===== config.mk =====
export PLATFORM = sky130hd
export DESIGN_NAME = ulpi_lowpower_serial
export DESIGN_NICKNAME = d
export VERILOG_FILES = /design/src/ulpi_lp_pkg.sv /design/src/term_decode.sv /design/src/ulpi_lowpower_serial.sv
export VERILOG_INCLUDE_DIRS = /design/src
export SDC_FILE = /design/constraint.sdc
export NUM_CORES = 1
export LEC_CHECK = 0
export BUFFER_PORTS_ARGS = -buffer_cell sky130_fd_sc_hd__buf_2
export CAP_MARGIN = 20
export CELL_PAD_IN_SITES_DETAIL_PLACEMENT = 1
export CELL_PAD_IN_SITES_GLOBAL_PLACEMENT = 2
export CORE_MARGIN = 10
export CORE_UTILIZATION = 34
export DETAILED_ROUTE_END_ITERATION = 16
export PLACE_DENSITY_LB_ADDON = 0.1
export SLEW_MARGIN = 25
export SYNTH_ARGS = -nofsm -noshare
export SYNTH_HDL_FRONTEND = slang
export SYNTH_HIERARCHICAL = 1
export SYNTH_SLANG_ARGS = --single-unit

===== constraint.sdc =====
create_clock -name clk_in -period 2 [get_ports clk_in]
set_input_delay 0.3 -clock clk_in [delete_from_list [all_inputs] [get_ports clk_in]]
set_output_delay 0.3 -clock clk_in [all_outputs]
set_load 0.01 [all_outputs]

===== src/ulpi_lp_cfg.svh =====
// constants for the low-power, 3-pin serial and termination block
// assumes a single 40 MHz clock and a plain register port
//
// Notes on behaviour
// - stp ends low-power, bus returns to normal
// - send rxcmd if suspended change persists
// - low-power data0/1 carry line state combinationally
// - low-power data2 held driven low
// - data3 is unmasked interrupt, active high
// - stp ends serial mode, bus returns normal
// - keep clock running in serial when asked
// - serial data0 is link transmit enable
// - serial data1 transmits or receives differential data
// - serial data2 transmits or receives se0
// - operating mode 01 switches all resistors off
// - plus line pulldown follows its control bit
// - minus line pulldown follows its control bit
// - pullup only with termination, no plus pulldown
// - hs termination only xcvr 00, term 0
// - dir held high in low-power and serial
// - stp held high wakes to synchronous mode
// - nxt unused in low-power and serial
`ifndef ULPI_LP_CFG_SVH
`define ULPI_LP_CFG_SVH

// =====================================================================
// register offsets
`define ULPI_REG_FUNC_CTRL 8'h00
`define ULPI_REG_IFACE_CTRL 8'h01
`define ULPI_REG_TERM_CTRL 8'h02
`define ULPI_REG_INT_MASK 8'h03
`define ULPI_REG_STATUS 8'h04

// =====================================================================
// field positions
`define ULPI_PHY_AWAKE_BIT 0
`define ULPI_THREE_WIRE_BIT 0
`define ULPI_KEEP_RUN_BIT 1
`define ULPI_STATUS_MODE_MSB 7
`define ULPI_STATUS_MODE_LSB 6

// =====================================================================
// reset values and field codes
`define ULPI_PHY_AWAKE_RST 1'b1
`define ULPI_THREE_WIRE_RST 1'b0
`define ULPI_KEEP_RUN_RST 1'b0
`define ULPI_TERM_RST 7'h23
`define ULPI_OPERATING_MODE_FIELD_ALL_OFF 2'b01
`define ULPI_XCVR_HS 2'b00

`endif


===== src/ulpi_lp_pkg.sv =====
// types shared by the low-power and serial block and its decoder
// assumes the constants header is included by each user
package ulpi_lp_pkg;

  // =====================================================================
  // bus modes, gray along sync -> low-power -> sync and serial -> wake -> sync
  typedef enum logic [1:0] {
    MODE_SYNC = 2'b00,
    MODE_LOWPWR = 2'b01,
    MODE_SERIAL = 2'b11,
    MODE_WAKE = 2'b10
  } mode_e;

  // =====================================================================
  // termination control fields, msb first
  typedef struct packed {
    logic [1:0] transceiver_select;
    logic termination_select;
    logic [1:0] operating_mode_field;
    logic plus_line_pull_low_ctrl;
    logic minus_line_pull_low_ctrl;
  } term_fields_s;

  // resistor enables to the analog front end
  typedef struct packed {
    logic plus_line_pullup_enable;
    logic plus_line_pulldown_enable;
    logic minus_line_pulldown_enable;
    logic high_speed_term_enable;
  } term_enables_s;

endpackage

===== src/term_decode.sv =====
// resistor enable decode from the termination control fields
// assumes fields come straight from registers
`timescale 1ns/1ps
`include "ulpi_lp_cfg.svh"

module term_decode
  import ulpi_lp_pkg::*;
(
  input term_fields_s fields_in,
  output term_enables_s enables_out
);

  // =====================================================================
  // decode
  function automatic term_enables_s decode(input term_fields_s f);
    logic off;
    term_enables_s e;
    off = (f.operating_mode_field == `ULPI_OPERATING_MODE_FIELD_ALL_OFF);
    e.plus_line_pulldown_enable = f.plus_line_pull_low_ctrl & ~off;
    e.minus_line_pulldown_enable = f.minus_line_pull_low_ctrl & ~off;
    e.plus_line_pullup_enable = f.termination_select & ~f.plus_line_pull_low_ctrl
                                & ~off;
    e.high_speed_term_enable = (f.transceiver_select == `ULPI_XCVR_HS)
                               & ~f.termination_select & ~off;
    return e;
  endfunction

  always_comb begin
    enables_out = decode(fields_in);
  end

endmodule // term_decode


===== src/ulpi_lowpower_serial.sv =====
// low-power and 3-pin serial remapping of the ulpi data bus,
// interrupt line and resistor control registers
// assumes stp and interrupt sources are synchronised here, other inputs are live
//
// Strobed register access and the register offsets were decided locally.
`timescale 1ns/1ps
`include "ulpi_lp_cfg.svh"

module ulpi_lowpower_serial
  import ulpi_lp_pkg::*;
#(
  parameter int INT_W = 4
) (
  input wire logic clk_in,
  input wire logic nrst_in,
  input wire logic ce_in,
  // register port
  input wire logic [7:0] reg_addr_in,
  input wire logic [7:0] reg_wr_data_in,
  input wire logic reg_wr_in,
  input wire logic reg_rd_in,
  output logic [7:0] reg_rd_data_out,
  // ulpi pins
  input wire logic stp_in,
  input wire logic [3:0] data_in,
  output logic [3:0] data_out,
  output logic [3:0] data_oe_out,
  output logic dir_out,
  output logic nxt_out,
  // analog front end
  input wire logic [1:0] line_state_in,
  input wire logic rx_serial_diff_line_in,
  input wire logic rx_se0_in,
  input wire logic [INT_W-1:0] int_src_in,
  output logic tx_enable_out,
  output logic tx_serial_diff_line_out,
  output logic tx_se0_out,
  output logic suspend_out,
  output logic clock_run_out,
  output term_enables_s term_en_out
);

  // =====================================================================
  // state
  typedef struct packed {
    mode_e mode;
    logic phy_awake_ctrl;
    logic three_wire_serial_select;
    logic clock_keep_running;
    term_fields_s term;
    logic [INT_W-1:0] int_mask;
    logic [2:0] stp_sync;
    logic stp_stab;
    logic [2:0][INT_W-1:0] int_sync;
    logic [INT_W-1:0] int_stab;
    logic [INT_W-1:0] int_snap;
    logic [INT_W-1:0] int_latch;
    logic [3:0] rxcmd;
    logic [7:0] rd_data;
  } state_s;

  state_s state_reg;
  state_s state_next;

  logic [INT_W-1:0] int_agree;
  logic [INT_W-1:0] int_stab_new;
  logic int_line;
  logic rxcmd_due;
  logic tx_en;

  // remapped bus modes
  function automatic logic remapped(input mode_e m);
    return (m == MODE_LOWPWR) || (m == MODE_SERIAL);
  endfunction

  // =====================================================================
  // synchronised inputs and interrupt tracking
  always_comb begin
    int_agree = ~(state_reg.int_sync[1] ^ state_reg.int_sync[2]);
    int_stab_new = (state_reg.int_stab & ~int_agree) |
                   (state_reg.int_sync[2] & int_agree);
    int_line = |(state_reg.int_latch & state_reg.int_mask);
    rxcmd_due = |(state_reg.int_latch & state_reg.int_mask &
                  (state_reg.int_stab ^ state_reg.int_snap));
  end

  // =====================================================================
  // next state
  always_comb begin
    state_next = state_reg;
    if (ce_in) begin
      state_next.stp_sync = {state_reg.stp_sync[1:0], stp_in};
      if (state_reg.stp_sync[1] == state_reg.stp_sync[2]) begin
        state_next.stp_stab = state_reg.stp_sync[2];
      end
      state_next.int_sync[0] = int_src_in;
      state_next.int_sync[1] = state_reg.int_sync[0];
      state_next.int_sync[2] = state_reg.int_sync[1];
      state_next.int_stab = int_stab_new;
      state_next.rd_data = 8'h00;

      // register writes
      if (reg_wr_in) begin
        case (reg_addr_in)
          `ULPI_REG_FUNC_CTRL: begin
            state_next.phy_awake_ctrl = reg_wr_data_in[`ULPI_PHY_AWAKE_BIT];
          end
          `ULPI_REG_IFACE_CTRL: begin
            state_next.three_wire_serial_select = reg_wr_data_in[`ULPI_THREE_WIRE_BIT];
            state_next.clock_keep_running = reg_wr_data_in[`ULPI_KEEP_RUN_BIT];
          end
          `ULPI_REG_TERM_CTRL: begin
            state_next.term = term_fields_s'(reg_wr_data_in[6:0]);
          end
          `ULPI_REG_INT_MASK: begin
            state_next.int_mask = reg_wr_data_in[INT_W-1:0];
          end
          default: begin
          end
        endcase
      end

      // register reads, data in the next cycle only
      if (reg_rd_in) begin
        case (reg_addr_in)
          `ULPI_REG_FUNC_CTRL: begin
            state_next.rd_data[`ULPI_PHY_AWAKE_BIT] = state_reg.phy_awake_ctrl;
          end
          `ULPI_REG_IFACE_CTRL: begin
            state_next.rd_data[`ULPI_THREE_WIRE_BIT] = state_reg.three_wire_serial_select;
            state_next.rd_data[`ULPI_KEEP_RUN_BIT] = state_reg.clock_keep_running;
          end
          `ULPI_REG_TERM_CTRL: begin
            state_next.rd_data[6:0] = state_reg.term;
          end
          `ULPI_REG_INT_MASK: begin
            state_next.rd_data[INT_W-1:0] = state_reg.int_mask;
          end
          `ULPI_REG_STATUS: begin
            state_next.rd_data[`ULPI_STATUS_MODE_MSB:`ULPI_STATUS_MODE_LSB] = state_reg.mode;
            state_next.rd_data[INT_W-1:0] = state_reg.int_latch;
          end
          default: begin
          end
        endcase
      end

      // mode sequencing
      case (state_reg.mode)
        MODE_SYNC: begin
          if (!state_reg.stp_stab) begin
            if (!state_reg.phy_awake_ctrl) begin
              state_next.mode = MODE_LOWPWR;
              state_next.int_snap = int_stab_new;
              state_next.int_latch = '0;
            end else if (state_reg.three_wire_serial_select) begin
              state_next.mode = MODE_SERIAL;
              state_next.int_snap = int_stab_new;
              state_next.int_latch = '0;
            end
          end
        end
        MODE_LOWPWR, MODE_SERIAL: begin
          state_next.int_latch = state_reg.int_latch | (int_stab_new ^ state_reg.int_stab);
          if (state_reg.stp_stab) begin
            // hardware wake wins over a write in the same cycle
            state_next.phy_awake_ctrl = 1'b1;
            state_next.three_wire_serial_select = 1'b0;
            state_next.rxcmd = {int_line, 1'b0, line_state_in};
            state_next.mode = rxcmd_due ? MODE_WAKE : MODE_SYNC;
          end
        end
        MODE_WAKE: begin
          state_next.int_latch = '0;
          state_next.mode = MODE_SYNC;
        end
        default: begin
          state_next.mode = MODE_SYNC;
        end
      endcase
    end
  end

  always_ff @(posedge clk_in or negedge nrst_in) begin
    if (!nrst_in) begin
      state_reg <= '0;
      state_reg.phy_awake_ctrl <= `ULPI_PHY_AWAKE_RST;
      state_reg.three_wire_serial_select <= `ULPI_THREE_WIRE_RST;
      state_reg.clock_keep_running <= `ULPI_KEEP_RUN_RST;
      state_reg.term <= `ULPI_TERM_RST;
    end else begin
      state_reg <= state_next;
    end
  end

  // =====================================================================
  // pin remapping
  always_comb begin
    tx_en = (state_reg.mode == MODE_SERIAL) & data_in[0];
    data_out = 4'h0;
    data_oe_out = 4'h0;
    case (state_reg.mode)
      MODE_LOWPWR: begin
        data_oe_out = 4'hf;
        data_out[1:0] = line_state_in;
        data_out[2] = 1'b0;
        data_out[3] = int_line;
      end
      MODE_SERIAL: begin
        data_oe_out = {1'b1, ~tx_en, ~tx_en, 1'b0};
        data_out[1] = rx_serial_diff_line_in;
        data_out[2] = rx_se0_in;
        data_out[3] = int_line;
      end
      MODE_WAKE: begin
        data_oe_out = 4'hf;
        data_out = state_reg.rxcmd;
      end
      default: begin
      end
    endcase
  end

  assign dir_out = state_reg.mode != MODE_SYNC;
  assign nxt_out = 1'b0;
  assign tx_enable_out = tx_en;
  assign tx_serial_diff_line_out = tx_en & data_in[1];
  assign tx_se0_out = tx_en & data_in[2];
  assign suspend_out = state_reg.mode == MODE_LOWPWR;
  assign clock_run_out = !remapped(state_reg.mode) ||
                         (state_reg.mode == MODE_SERIAL &&
                          state_reg.clock_keep_running);
  assign reg_rd_data_out = state_reg.rd_data;

  term_decode u_term_decode (
    .fields_in(state_reg.term),
    .enables_out(term_en_out)
  );
endmodule // ulpi_lowpower_serial


==> out/qor.txt <==
Data arrival time of the critical path -> 1610 ps
Wirelength per Cell -> 16.5 um
Total number of yosys warnings -> 6
Clock latency at the later pin of the worst-skew pair -> 310 ps
Boundary Pins -> 61
Register bit count reported by yosys -> 55
Psw -> 1190 uW
Pin count of the biggest net entering global routing -> 56
Height of the chip -> 112 um
Starting density of the core -> 0.349
Num CTS Buffers -> 5
Reported leakage power -> 0.00160 uW
Final antenna-violating net count -> 0
Total internal power -> 2220 uW
Post-DP Area -> 0.00323 mm^2
Detailed Place HPWL -> 5.41 mm
Number of iterations in the first detailed-routing pass -> 4
Element type at the critical path end -> output port
Worst path setup slack after routing -> 86.1 ps
Proportion of power drawn by flip-flops and latches -> 0.445
Max-slew violation total from the final report -> 0
Unrepaired setup endpoints after global routing -> yes
Part of the total power dissipated in combinational logic -> 0.331
Worst hold path startpoint -> reg_wr_data_in[4]
Sink of the worst hold path -> state_reg[48]$_DFFE_PN0P_
Inserted Diodes -> 0
Vias -> 2149
Relative max-transition margin -> 0.655
Setup-violating endpoint count in the final report -> 0
Die X -> 112 um
Setup TNS -> 0 ps
Clock-pin slew reported for the worst setup and hold paths after clock tree synthesis -> 110 ps
Final Critical Period -> 1910 ps
Global-route wire length before repair -> 11.7 mm
Required time at the endpoint of the critical path -> 1700 ps
Sequential area share after synthesis -> 0.482
Actual transition at the worst max-transition pin -> 516 ps
Vias in the first global route -> 2327
Net Sw Frac -> 0.350
Status -> completed
Commonest non-fill, non-tap cell in the layout -> sky130_fd_sc_hd__buf_2
Commonest non-fill, non-tap cells in the layout -> sky130_fd_sc_hd__buf_2, sky130_fd_sc_hd__dfrtp_1, sky130_fd_sc_hd__mux2_2
Max clock buf depth -> 2
Count of endpoints failing hold in the final timing report -> 0
Cell area after synthesis -> 0.00287 mm^2
Root buf cell -> sky130_fd_sc_hd__clkbuf_8
Power per Cell Area -> 1010 mW/mm^2
Post-route fraction of the period consumed by the critical path -> 0.957
Main area contributors after synthesis -> sky130_fd_sc_hd__dfrtp_1, sky130_fd_sc_hd__mux2_2, sky130_fd_sc_hd__o21ai_0
Area share of the largest cell type after synthesis -> 0.445
WHS Path Cells -> 2
Total detailed-routing wirelength -> 7.08 mm
NumNets Final -> 362
Number of port buffers -> 57
Max reg flops -> 47
Critical path type -> reg2out
Layout cells sized above 1 -> 0.380
EDFF count, synth -> 0
Worst Skew -> 7.04 ps
Internal reg-to-reg setup slack -> 200 ps
Clock share of power -> 0.224
Ys async rst share -> 1.00
Number of levels the H-tree was split into -> 2
Routed via count divided by cell count -> 5.01
Number of standard-cell rows in the floorplan -> 33
Avg Cell Area, Syn -> 10.7 um^2
Clock tree from TritonCTS -> done
Core region area -> 0.00822 mm^2
VDD IR max -> 0.417 mV
Number of antenna violations at the first check in global routing -> 0
Overall global routing resource usage -> 0.111
Main synth FF type -> sky130_fd_sc_hd__dfrtp_1
Residual DRC count -> 0
Remaining global-route overflow -> 0
Final estimated routing congestion in global placement -> 0.717
Number of distinct library cells after synthesis -> 46
Number of sinks on the clock net -> 55
Initial drt markers -> 40
Worst reg-to-reg path cell count -> 6
Number of nets produced by synthesis -> 308
Area of the die -> 0.0125 mm^2
Reg2reg start -> state_reg[54]$_DFFE_PN0P_
Post-place setup slack -> -48.5 ps
Number of violations of the max-capacitance limit -> 0
Highest clock frequency the design can meet -> 522 MHz
Worst R2R End -> state_reg[17]$_DFFE_PN0P_
Cell taking the most area after synthesis -> sky130_fd_sc_hd__dfrtp_1
Synthesized instance count -> 269
Core utilization of the finished layout -> 0.412
Post-route standard cell area excluding fillers -> 0.00339 mm^2
Critical Path Source Type -> flip-flop
Worst hold slack after final layout -> 209 ps
Peak fanout along the critical path -> 3
Post-synthesis to final-layout area growth -> 18.1%
Worst min-delay path class -> in2reg
-- worst max-delay path by stage --
stage                                    startpoint                         to  slack (ps)  depth (start not counted)
final                     state_reg[55]$_DFFE_PN0P_                data_out[3]          90                          6
after global routing      state_reg[55]$_DFFE_PN0P_                data_out[1]        -0.5                          6
after CTS                 state_reg[55]$_DFFE_PN0P_                data_out[1]           3                          6
after detailed placement             reg_addr_in[3]  state_reg[50]$_DFFE_PN0P_         -50                          5
after global placement               reg_addr_in[3]  state_reg[48]$_DFFE_PN0P_         -30                          5
after floorplan           state_reg[54]$_DFFE_PN0P_   state_reg[8]$_DFFE_PN0P_         210                          6
-- power by group through the flow --
stage	combinational, uW	clock (uW)	sequential [uW]
floorplan	750	0	1480
global placement	1080	0	1540
detailed placement	1100	0	1550
CTS	1150	807	1520
global route	1270	847	1560
finish	1130	767	1520
-- final cells by class --
class	count	area [um^2]
fill	952	4830
sequential	55	1380
multi-input combinational	181	1330
timing repair buffer	67	375
tap	105	131
clock buffer	5	68.8
inverter	13	48.8
clock inverter	3	46.3
-- cell families after synthesis --
family,Yosys count,share of synthesized area
other,1,0.00131
adder cells (fa/ha/maj),6,0.0253
multiplexers,34,0.141
AO/OA/AOI/OAI,62,0.140
AND/OR/NAND/NOR,74,0.139
XOR/XNOR,4,0.0122
buffers and inverters,33,0.0593
flip-flops,55,0.482
-- cells in the mapped netlist (2+ instances only) --
cell / instances
sky130_fd_sc_hd__dfrtp_1: 51
sky130_fd_sc_hd__mux2_2: 24
sky130_fd_sc_hd__o21ai_0: 22
sky130_fd_sc_hd__nor2_1: 21
sky130_fd_sc_hd__nand2_1: 20
sky130_fd_sc_hd__a21oi_1: 14
sky130_fd_sc_hd__inv_1: 13
sky130_fd_sc_hd__buf_4: 10
sky130_fd_sc_hd__clkbuf_1: 7
sky130_fd_sc_hd__mux2_4: 7
sky130_fd_sc_hd__nor2b_1: 7
sky130_fd_sc_hd__a22oi_1: 6
sky130_fd_sc_hd__ha_1: 5
sky130_fd_sc_hd__a22o_1: 4
sky130_fd_sc_hd__and3_1: 4
sky130_fd_sc_hd__dfstp_2: 4
sky130_fd_sc_hd__xnor2_1: 4
sky130_fd_sc_hd__a32o_1: 3
sky130_fd_sc_hd__and2_1: 3
sky130_fd_sc_hd__mux2i_1: 3
sky130_fd_sc_hd__nand3_1: 3
sky130_fd_sc_hd__nand4_1: 3
sky130_fd_sc_hd__o22ai_1: 3
sky130_fd_sc_hd__a2bb2oi_1: 2
sky130_fd_sc_hd__nand2b_1: 2
sky130_fd_sc_hd__nor3_1: 2
sky130_fd_sc_hd__o211ai_1: 2
sky130_fd_sc_hd__o2bb2ai_1: 2
-- critical path, cell delays in order, from the launching register on --
cell	delay (ps)
sky130_fd_sc_hd__dfrtp_1	390
sky130_fd_sc_hd__buf_4	140
sky130_fd_sc_hd__ha_2	180
sky130_fd_sc_hd__or2_4	260
sky130_fd_sc_hd__a22oi_2	140
sky130_fd_sc_hd__nor2_1	50
sky130_fd_sc_hd__buf_2	140
-- metal layers --
| metal | part of all wire | track usage | up-vias |
|---|---|---|---|
| met1 | 0.46 | 0.132 | 1063 |
| met5 | 0 | 0 | - |
| met2 | 0.49 | 0.193 | 34 |
| li1 | - | - | 1045 |
| met3 | 0.040 | 0.0274 | 7 |
| met4 | 0.011 | 0.0308 | 0 |
-- through the flow --
stage          power, uW  std cells
4_1_cts             3480        429
6_report            3420        429
3_3_place_gp        2620        418
2_1_floorplan       2230        269
5_1_grt             3680        429
3_5_place_dp        2650        418
-- repair_timing --
item,in CTS,in global routing
hold endpoints to repair,51,0
endpoints found under the setup margin,2,3
pin swaps,0,1
gates resized for setup,3,4
hold buffers,1,0
buffers inserted,2,0
(Power assumes the default switching activity.)
